**config.mk**
```make
export PLATFORM = sky130hd
export DESIGN_NAME = ilf_gpio_core
export DESIGN_NICKNAME = d
export VERILOG_FILES = /design/src/verilog/ilf_pkg.sv /design/src/verilog/ilf_gpio_core.sv
export SDC_FILE = /design/constraint.sdc
export NUM_CORES = 1
export LEC_CHECK = 0
export ABC_AREA = 0
export BUFFER_PORTS_ARGS = -buffer_cell sky130_fd_sc_hd__buf_2
export CAP_MARGIN = 40
export CORE_ASPECT_RATIO = 1.5
export CORE_MARGIN = 4
export CORE_UTILIZATION = 37
export DETAILED_ROUTE_END_ITERATION = 7
export PLACE_DENSITY = 0.6
export SLEW_MARGIN = 0
export SYNTH_ARGS = -nofsm -noshare
export SYNTH_HDL_FRONTEND = slang
export SYNTH_SLANG_ARGS = --single-unit
```
**constraint.sdc**
```tcl
create_clock -name mclk -period 2.6 [get_ports mclk]
set_clock_uncertainty 0.15 [all_clocks]
set_input_delay 0.65 -clock mclk [delete_from_list [all_inputs] [get_ports mclk]]
set_output_delay 0.65 -clock mclk [all_outputs]
set_load 0.02 [all_outputs]
```
**src/verilog/ilf_pkg.sv**
```systemverilog
package ilf_pkg;

  // ---------------------------------------------------------------------------
  // Bus geometry
  // ---------------------------------------------------------------------------
  localparam int ADDR_W = 8;
  localparam int DATA_W = 32;
  localparam int SEL_W  = 4;
  localparam int MAX_LINES = 32;

  // ---------------------------------------------------------------------------
  // Register byte offsets
  // ---------------------------------------------------------------------------
  localparam logic [ADDR_W-1:0] OFS_FILT_EN   = 8'h20;
  localparam logic [ADDR_W-1:0] OFS_FILT_DIS  = 8'h24;
  localparam logic [ADDR_W-1:0] OFS_FILT_ST   = 8'h28;
  localparam logic [ADDR_W-1:0] OFS_DRV_SET   = 8'h30;
  localparam logic [ADDR_W-1:0] OFS_DRV_CLR   = 8'h34;
  localparam logic [ADDR_W-1:0] OFS_DRV_ST    = 8'h38;
  localparam logic [ADDR_W-1:0] OFS_PIN_ST    = 8'h3C;
  localparam logic [ADDR_W-1:0] OFS_IRQ_EN    = 8'h40;
  localparam logic [ADDR_W-1:0] OFS_IRQ_DIS   = 8'h44;
  localparam logic [ADDR_W-1:0] OFS_IRQ_MASK  = 8'h48;
  localparam logic [ADDR_W-1:0] OFS_IRQ_FLAGS = 8'h4C;
  localparam logic [ADDR_W-1:0] OFS_OD_EN     = 8'h50;
  localparam logic [ADDR_W-1:0] OFS_OD_DIS    = 8'h54;
  localparam logic [ADDR_W-1:0] OFS_OD_ST     = 8'h58;
  localparam logic [ADDR_W-1:0] OFS_PERM_EN   = 8'hA0;
  localparam logic [ADDR_W-1:0] OFS_PERM_DIS  = 8'hA4;
  localparam logic [ADDR_W-1:0] OFS_PERM_ST   = 8'hA8;

  // ---------------------------------------------------------------------------
  // Reset values and read filler
  // ---------------------------------------------------------------------------
  localparam logic [DATA_W-1:0] RESET_ZERO  = 32'h0000_0000;
  localparam logic [DATA_W-1:0] UNMAPPED_RD = 32'h0000_0000;

  // ---------------------------------------------------------------------------
  // Carriers and states
  // ---------------------------------------------------------------------------
  typedef struct packed {
    logic              cyc;
    logic              stb;
    logic              we;
    logic [ADDR_W-1:0] adr;
    logic [SEL_W-1:0]  sel;
    logic [DATA_W-1:0] dat;
  } ilf_wb_req_s;

  typedef struct packed {
    logic              ack;
    logic [DATA_W-1:0] dat;
  } ilf_wb_rsp_s;

  typedef enum logic {
    BUS_IDLE = 1'b0,
    BUS_ACK  = 1'b1
  } ilf_bus_e;

endpackage

```
**src/verilog/ilf_gpio_core.sv**
```systemverilog
// Local design decisions: the placing of the registers and register access over Wishbone.
`timescale 1ns/1ns

// How it works
// - Every per-line register maps bit n to I/O line n, lines 0 to 31.
// - Ones written to filter-enable turn that line's glitch filter on.
// - Ones written to filter-disable turn that line's glitch filter off.
// - Filter state reads one for each line whose filter is on.
// - Ones written to drive-set make that line's driven level high.
// - Ones written to drive-clear make that line's driven level low.
// - Drive state reads the level currently scheduled per line.
// - Drive state is always readable, directly writable on permitted lines only.
// - Pin state reads the sampled logic level of each line.
// - Ones written to irq-enable enable that line's change interrupt.
// - Ones written to irq-disable disable that line's change interrupt.
// - Irq mask reads one for each line whose change interrupt is enabled.
// - A level change on a line sets its flag until the flags are read.
// - Reading the flags, or reset, clears them all.
// - Ones written to open-drain enable put that line in multi-drive.
// - Multi-drive lines are only driven low; others drive high and low.
module ilf_gpio_core #(
  parameter int LINES = 32
) (
  // Clock and reset
  input  logic                 mclk,
  input  logic                 rst,
  // Register bus
  input  ilf_pkg::ilf_wb_req_s wbReq,
  output ilf_pkg::ilf_wb_rsp_s wbRsp,
  // Pins and pin ownership
  input  logic [LINES-1:0]     pinIn,
  input  logic [LINES-1:0]     lineOutputEn,
  output logic [LINES-1:0]     pinOut,
  output logic [LINES-1:0]     pinOe,
  // Interrupt request
  output logic                 irq
);

  if (LINES < 1 || LINES > ilf_pkg::MAX_LINES) begin : g_bad_lines
    $error("LINES must be between 1 and 32");
  end

  // ---------------------------------------------------------------------------
  // State
  // ---------------------------------------------------------------------------
  typedef struct packed {
    ilf_pkg::ilf_bus_e           bus;
    logic [ilf_pkg::DATA_W-1:0]  rdat;
    logic [LINES-1:0]            syncA;
    logic [LINES-1:0]            syncB;
    logic [LINES-1:0]            prevS;
    logic [LINES-1:0]            level;
    logic [LINES-1:0]            filt;
    logic [LINES-1:0]            drive;
    logic [LINES-1:0]            perm;
    logic [LINES-1:0]            multi;
    logic [LINES-1:0]            imask;
    logic [LINES-1:0]            flags;
    logic [LINES-1:0]            pout;
    logic [LINES-1:0]            poe;
    logic                        irq;
  } ilf_state_s;

  ilf_state_s s_q;
  ilf_state_s s_d;

  // ---------------------------------------------------------------------------
  // Helpers
  // ---------------------------------------------------------------------------
  // Bits carried by one byte-lane select
  localparam int LANE_W = ilf_pkg::DATA_W / ilf_pkg::SEL_W;

  function automatic logic [LINES-1:0] laneMask(
    input logic [ilf_pkg::SEL_W-1:0] sel
  );
    logic [ilf_pkg::DATA_W-1:0] m;
    m = '0;
    for (int i = 0; i < ilf_pkg::SEL_W; i++) begin
      m[i*LANE_W +: LANE_W] = {LANE_W{sel[i]}};
    end
    return m[LINES-1:0];
  endfunction

  function automatic logic [ilf_pkg::DATA_W-1:0] widen(input logic [LINES-1:0] v);
    return ilf_pkg::DATA_W'(v);
  endfunction

  logic             access;
  logic             wrEdge;
  logic             rdEdge;
  logic [LINES-1:0] byteEn;
  logic [LINES-1:0] wl;
  logic [LINES-1:0] stableS;
  logic [LINES-1:0] newLevel;
  logic [LINES-1:0] change;
  logic             wrFiltEn;
  logic             wrFiltDis;
  logic             wrDrvSet;
  logic             wrDrvClr;
  logic             wrDrvSt;
  logic             wrIrqEn;
  logic             wrIrqDis;
  logic             wrOdEn;
  logic             rdFlags;

  // A write lands on the edge where ack is high; read data is captured one
  // edge earlier so that it is stable while ack stands.
  assign access   = wbReq.cyc & wbReq.stb;
  assign wrEdge   = access & wbReq.we & (s_q.bus == ilf_pkg::BUS_ACK);
  assign rdEdge   = access & ~wbReq.we & (s_q.bus == ilf_pkg::BUS_IDLE);
  assign byteEn   = laneMask(wbReq.sel);
  assign wl       = wbReq.dat[LINES-1:0] & byteEn;
  assign wrFiltEn = wrEdge && wbReq.adr == ilf_pkg::OFS_FILT_EN;
  assign wrFiltDis = wrEdge && wbReq.adr == ilf_pkg::OFS_FILT_DIS;
  assign wrDrvSet = wrEdge && wbReq.adr == ilf_pkg::OFS_DRV_SET;
  assign wrDrvClr = wrEdge && wbReq.adr == ilf_pkg::OFS_DRV_CLR;
  assign wrDrvSt  = wrEdge && wbReq.adr == ilf_pkg::OFS_DRV_ST;
  assign wrIrqEn  = wrEdge && wbReq.adr == ilf_pkg::OFS_IRQ_EN;
  assign wrIrqDis = wrEdge && wbReq.adr == ilf_pkg::OFS_IRQ_DIS;
  assign wrOdEn   = wrEdge && wbReq.adr == ilf_pkg::OFS_OD_EN;
  assign rdFlags  = rdEdge && wbReq.adr == ilf_pkg::OFS_IRQ_FLAGS;

  // ---------------------------------------------------------------------------
  // Input sampling and glitch filter
  // ---------------------------------------------------------------------------
  // A filtered line only follows the pin after two equal samples, so a pulse
  // of one clock is rejected at the cost of one cycle of extra latency.
  assign stableS  = ~(s_q.syncB ^ s_q.prevS);
  assign newLevel = (s_q.syncB & ~s_q.filt) |
                    (s_q.filt & ((s_q.syncB & stableS) | (s_q.level & ~stableS)));
  assign change   = newLevel ^ s_q.level;

  // ---------------------------------------------------------------------------
  // Next state
  // ---------------------------------------------------------------------------
  always_comb begin
    s_d = s_q;
    // One ack per request; a request held on is answered every other cycle
    case (s_q.bus)
      ilf_pkg::BUS_IDLE: begin
        if (access) begin
          s_d.bus = ilf_pkg::BUS_ACK;
        end
      end
      ilf_pkg::BUS_ACK: s_d.bus = ilf_pkg::BUS_IDLE;
      default:          s_d.bus = ilf_pkg::BUS_IDLE;
    endcase
    s_d.syncA = pinIn;
    s_d.syncB = s_q.syncA;
    s_d.prevS = s_q.syncB;
    s_d.level = newLevel;

    if (wrFiltEn) begin
      s_d.filt = s_q.filt | wl;
    end
    if (wrFiltDis) begin
      s_d.filt = s_q.filt & ~wl;
    end
    if (wrDrvSet) begin
      s_d.drive = s_q.drive | wl;
    end
    if (wrDrvClr) begin
      s_d.drive = s_q.drive & ~wl;
    end
    if (wrDrvSt) begin
      s_d.drive = (s_q.drive & ~(s_q.perm & byteEn)) | (wl & s_q.perm);
    end
    if (wrEdge && wbReq.adr == ilf_pkg::OFS_PERM_EN) begin
      s_d.perm = s_q.perm | wl;
    end
    if (wrEdge && wbReq.adr == ilf_pkg::OFS_PERM_DIS) begin
      s_d.perm = s_q.perm & ~wl;
    end
    if (wrIrqEn) begin
      s_d.imask = s_q.imask | wl;
    end
    if (wrIrqDis) begin
      s_d.imask = s_q.imask & ~wl;
    end
    if (wrOdEn) begin
      s_d.multi = s_q.multi | wl;
    end
    if (wrEdge && wbReq.adr == ilf_pkg::OFS_OD_DIS) begin
      s_d.multi = s_q.multi & ~wl;
    end

    // A change in the reading cycle survives the clear
    s_d.flags = (rdFlags ? '0 : s_q.flags) | change;

    if (rdEdge) begin
      case (wbReq.adr)
        ilf_pkg::OFS_FILT_ST:   s_d.rdat = widen(s_q.filt);
        ilf_pkg::OFS_DRV_ST:    s_d.rdat = widen(s_q.drive);
        ilf_pkg::OFS_PIN_ST:    s_d.rdat = widen(s_q.level);
        ilf_pkg::OFS_IRQ_MASK:  s_d.rdat = widen(s_q.imask);
        ilf_pkg::OFS_IRQ_FLAGS: s_d.rdat = widen(s_q.flags);
        ilf_pkg::OFS_OD_ST:     s_d.rdat = widen(s_q.multi);
        ilf_pkg::OFS_PERM_ST:   s_d.rdat = widen(s_q.perm);
        default:                s_d.rdat = ilf_pkg::UNMAPPED_RD;
      endcase
    end

    // Open-drain lines never drive high: the enable carries the low level
    s_d.pout = s_d.drive & ~s_d.multi;
    s_d.poe  = lineOutputEn & (~s_d.multi | ~s_d.drive);
    s_d.irq  = |(s_d.flags & s_d.imask);
  end

  always_ff @(posedge mclk) begin
    if (rst) begin
      s_q       <= '0;
      s_q.bus   <= ilf_pkg::BUS_IDLE;
      s_q.rdat  <= ilf_pkg::RESET_ZERO;
    end else begin
      s_q <= s_d;
    end
  end

  // ---------------------------------------------------------------------------
  // Outputs
  // ---------------------------------------------------------------------------
  assign wbRsp.ack = access & (s_q.bus == ilf_pkg::BUS_ACK);
  assign wbRsp.dat = s_q.rdat;
  assign pinOut    = s_q.pout;
  assign pinOe     = s_q.poe;
  assign irq       = s_q.irq;
endmodule

```
==> out/summary.txt <==
GRT Residual Overflow -> 0
CTS tree -> done
outcome -> finished, final reports clean
Die Ht -> 278 um
fin worst setup slack -> 0.0122 ns
layout overhead on the synthesized area -> 25.3%
row count -> 98
H-tree levels -> 2
#FFs+latches synth -> 418
worst hold path type -> in -> reg
Syn Nets -> 2237
final worst path period share -> 99.5%
CTS buffer count -> 43
Logic pwr share -> 6.9%
Worst slew margin -> 65.6%
Slew Limit Fails -> 0
Pint -> 10.9 mW
Layout Nets -> 2452
minimum clock period -> 2.59 ns
1st-pass router iterations -> 6
worst-margin pin slew -> 0.516 ns
Overall Power -> 14.2 mW
die area -> 52300 sq um
post-route setup TNS -> 0 ns
Netlist cell types -> 48
asr flop ratio synth -> 0%
EDFF count, synth -> 0
vias per cell -> 5.49
pwr dens -> 630 nW/um^2
initial core utilization -> 37.5%
Max VDD drop -> 0.471 mV
clock root buffer -> clkbuf_16
FMAX -> 386 MHz
count of final setup violators -> 0
CTS clock-pin slew for the worst setup and hold paths -> 0.06 ns
mapped cell area -> 18000 sq um
clk buf depth -> 3
pre-CTS setup slack -> -0.718 ns
first-pass GRT wire length -> 93.2 mm
number of global-route vias before repair -> 16700
pin count of the biggest net entering global routing -> 69
Core Region -> 47900 sq um
maximum capacitance violations -> 0
clock sinks -> 418
initial drt markers -> 1378
number of nets still failing antenna checks after routing -> 0
Residual DRC -> 0
Vias -> 16600
kind of critical path -> in -> reg
Hold-fix buffers, CTS -> 0
io pins -> 211
Clk pwr share -> 46.4%
Sw Share -> 23.2%
crit path launch type -> input port
layout cells sized above 1 -> 26.2%
CP Max Fanout -> 10
sw power -> 3.29 mW
Horiz. Die Dim -> 188 um
initial antenna violation count -> 2
Leak Pwr -> 8.24 nW
final hold viol count -> 0
Skew-Pair Late Insertion Delay -> 0.55 ns
syn_area_per_cell -> 8.47 sq um
Synth Flop Type -> dfxtp_1
CP required -> 2.88 ns
Critical Path Sink Type -> flip-flop
Synth warnings -> 0
PortBufs -> 210
Synth Instances -> 2124
gpl congestion -> 0.854
sequential-to-total area share from yosys stat -> 46.5%
Total GRT Usage -> 22.3%
WL/cell -> 20.6 um
drt total wl -> 62.3 mm
DP Wirelength -> 43.1 mm
crit path DAT -> 2.87 ns
sequential share of power -> 46.8%
## power groups by stage
stage | clock network [mW] | logic, mW | registers (mW)
2_1_floorplan | 0 | 0.528 | 6.75
3_3_place_gp | 0 | 0.940 | 6.78
3_5_place_dp | 0 | 0.957 | 6.78
4_1_cts | 6.71 | 0.961 | 6.64
5_1_grt | 6.94 | 1.05 | 6.65
6_report | 6.59 | 0.973 | 6.64
## synth_stat cells (8+ instances only)
| library cell | count | area (sq um) |
|---|---|---|
| and2_1 | 34 | 213 |
| o21ai_0 | 37 | 185 |
| a21o_1 | 32 | 240 |
| inv_1 | 33 | 124 |
| o311a_1 | 32 | 320 |
| a311oi_1 | 32 | 280 |
| buf_1 | 8 | 30.0 |
| buf_4 | 96 | 721 |
| a22oi_1 | 64 | 480 |
| buf_2 | 20 | 100 |
| mux2i_1 | 32 | 320 |
| dfxtp_1 | 418 | 8370 |
| a222oi_1 | 32 | 320 |
| nor2b_1 | 97 | 607 |
| nand2_1 | 162 | 608 |
| nor3_1 | 97 | 485 |
| xnor2_1 | 64 | 561 |
| nand3_1 | 65 | 325 |
| a31o_2 | 28 | 245 |
| o21ai_1 | 27 | 135 |
| o22ai_1 | 16 | 100 |
| nor2_1 | 196 | 736 |
| nor4_1 | 36 | 225 |
| clkbuf_1 | 147 | 552 |
| a21oi_1 | 288 | 1440 |
## through the flow
stage	utilization (%)	cell area, sq um	instances	hold WS [ns]
5_1_grt	47.0	22500	3021	0.146
3_5_place_dp	43.4	20800	2931	0.275
4_1_cts	46.5	22300	3009	0.130
3_3_place_gp	43.4	20800	2931	0.275
6_report	47.0	22500	3021	0.149
2_1_floorplan	-	18300	2124	0.264
## final timing paths
kind         slack, ns              endpoint                start  cells after the start
max               0.01  pinOe[27]$_SDFF_PP0_            wbReq[36]                     10
min               0.15   s_d[346]$_SDFF_PP0_            pinIn[25]                      2
max reg2reg       0.14        irq$_SDFF_PP0_  s_q[417]$_SDFF_PP0_                      8
min reg2reg       0.28   s_d[320]$_SDFF_PP0_  s_d[352]$_SDFF_PP0_                      1
## metal layers
layer  track usage, %  share of wire, %  up-vias  wire (um)
met4             9.66               4.5        2       2800
met2             40.4                50      620      31400
li1                 -                 -     7839          -
met1             25.9                39     7952      24400
met3             3.49               5.9      160       3650
met5                0             0.021        -         13
## critical path: stages
cell       delay [ns]
buf_2            0.10
or3_4            0.44
buf_12           0.18
nor4b_4          0.44
buf_4            0.21
clkbuf_16        0.18
a21oi_1          0.08
a21oi_1          0.12
o21ai_1          0.10
o311a_1          0.37
## layout make-up
type | instances | area, sq um
Timing Repair Buffer | 442 | 3270
Tap cell | 650 | 813
Sequential cell | 418 | 8370
Clock buffer | 57 | 1200
Fill cell | 4619 | 25400
Clock inverter | 19 | 289
Antenna cell | 1 | 2.50
Multi-Input combinational cell | 1400 | 8480
Inverter | 34 | 128
## what timing repair did
| action | 4_1_cts | 5_1_grt |
|---|---|---|
| buffers inserted | 2 | 7 |
| gates cloned | 0 | 4 |
| gates resized for setup | 1 | 20 |
| pin swaps | 0 | 3 |
| endpoints found under the setup margin | 1 | 43 |
## cells by family after synthesis
kind of cell              after synthesis  synth area share, %
xor gates and xnor gates               64                 3.11
DFF                                   418                 46.5
AOI/OAI and AO/OA                     595                 21.2
and+or+nand+nor                       709                 18.9
buffers and inverters                 306                 8.53
muxes                                  32                 1.78
## cells in the final DEF (no fill, tap or decap), types with 3 or more instances in the layout
cell type and count:
nand3_1 65, dfxtp_1 417, a222oi_1 32, xnor2_1 64, o21ai_1 30, nor2_1 162
nor4_2 29, clkinv_2 7, o21ai_0 34, nor4_1 7, nor2_4 8, nor2_2 26
a31o_1 4, a21oi_1 286, a31o_2 28, inv_1 33, a22oi_1 64, and2_1 34
buf_6 6, bufinv_16 7, a21o_1 32, o311a_1 32, clkbuf_1 7, mux2i_1 32
nor3_1 97, a311oi_1 32, buf_4 192, nand2_1 162, buf_2 209, clkbuf_16 47
o22ai_1 16, clkinv_4 3, buf_12 30, nor2b_1 96, clkbuf_8 7
Note: power is estimated with default switching activity, not from simulation.
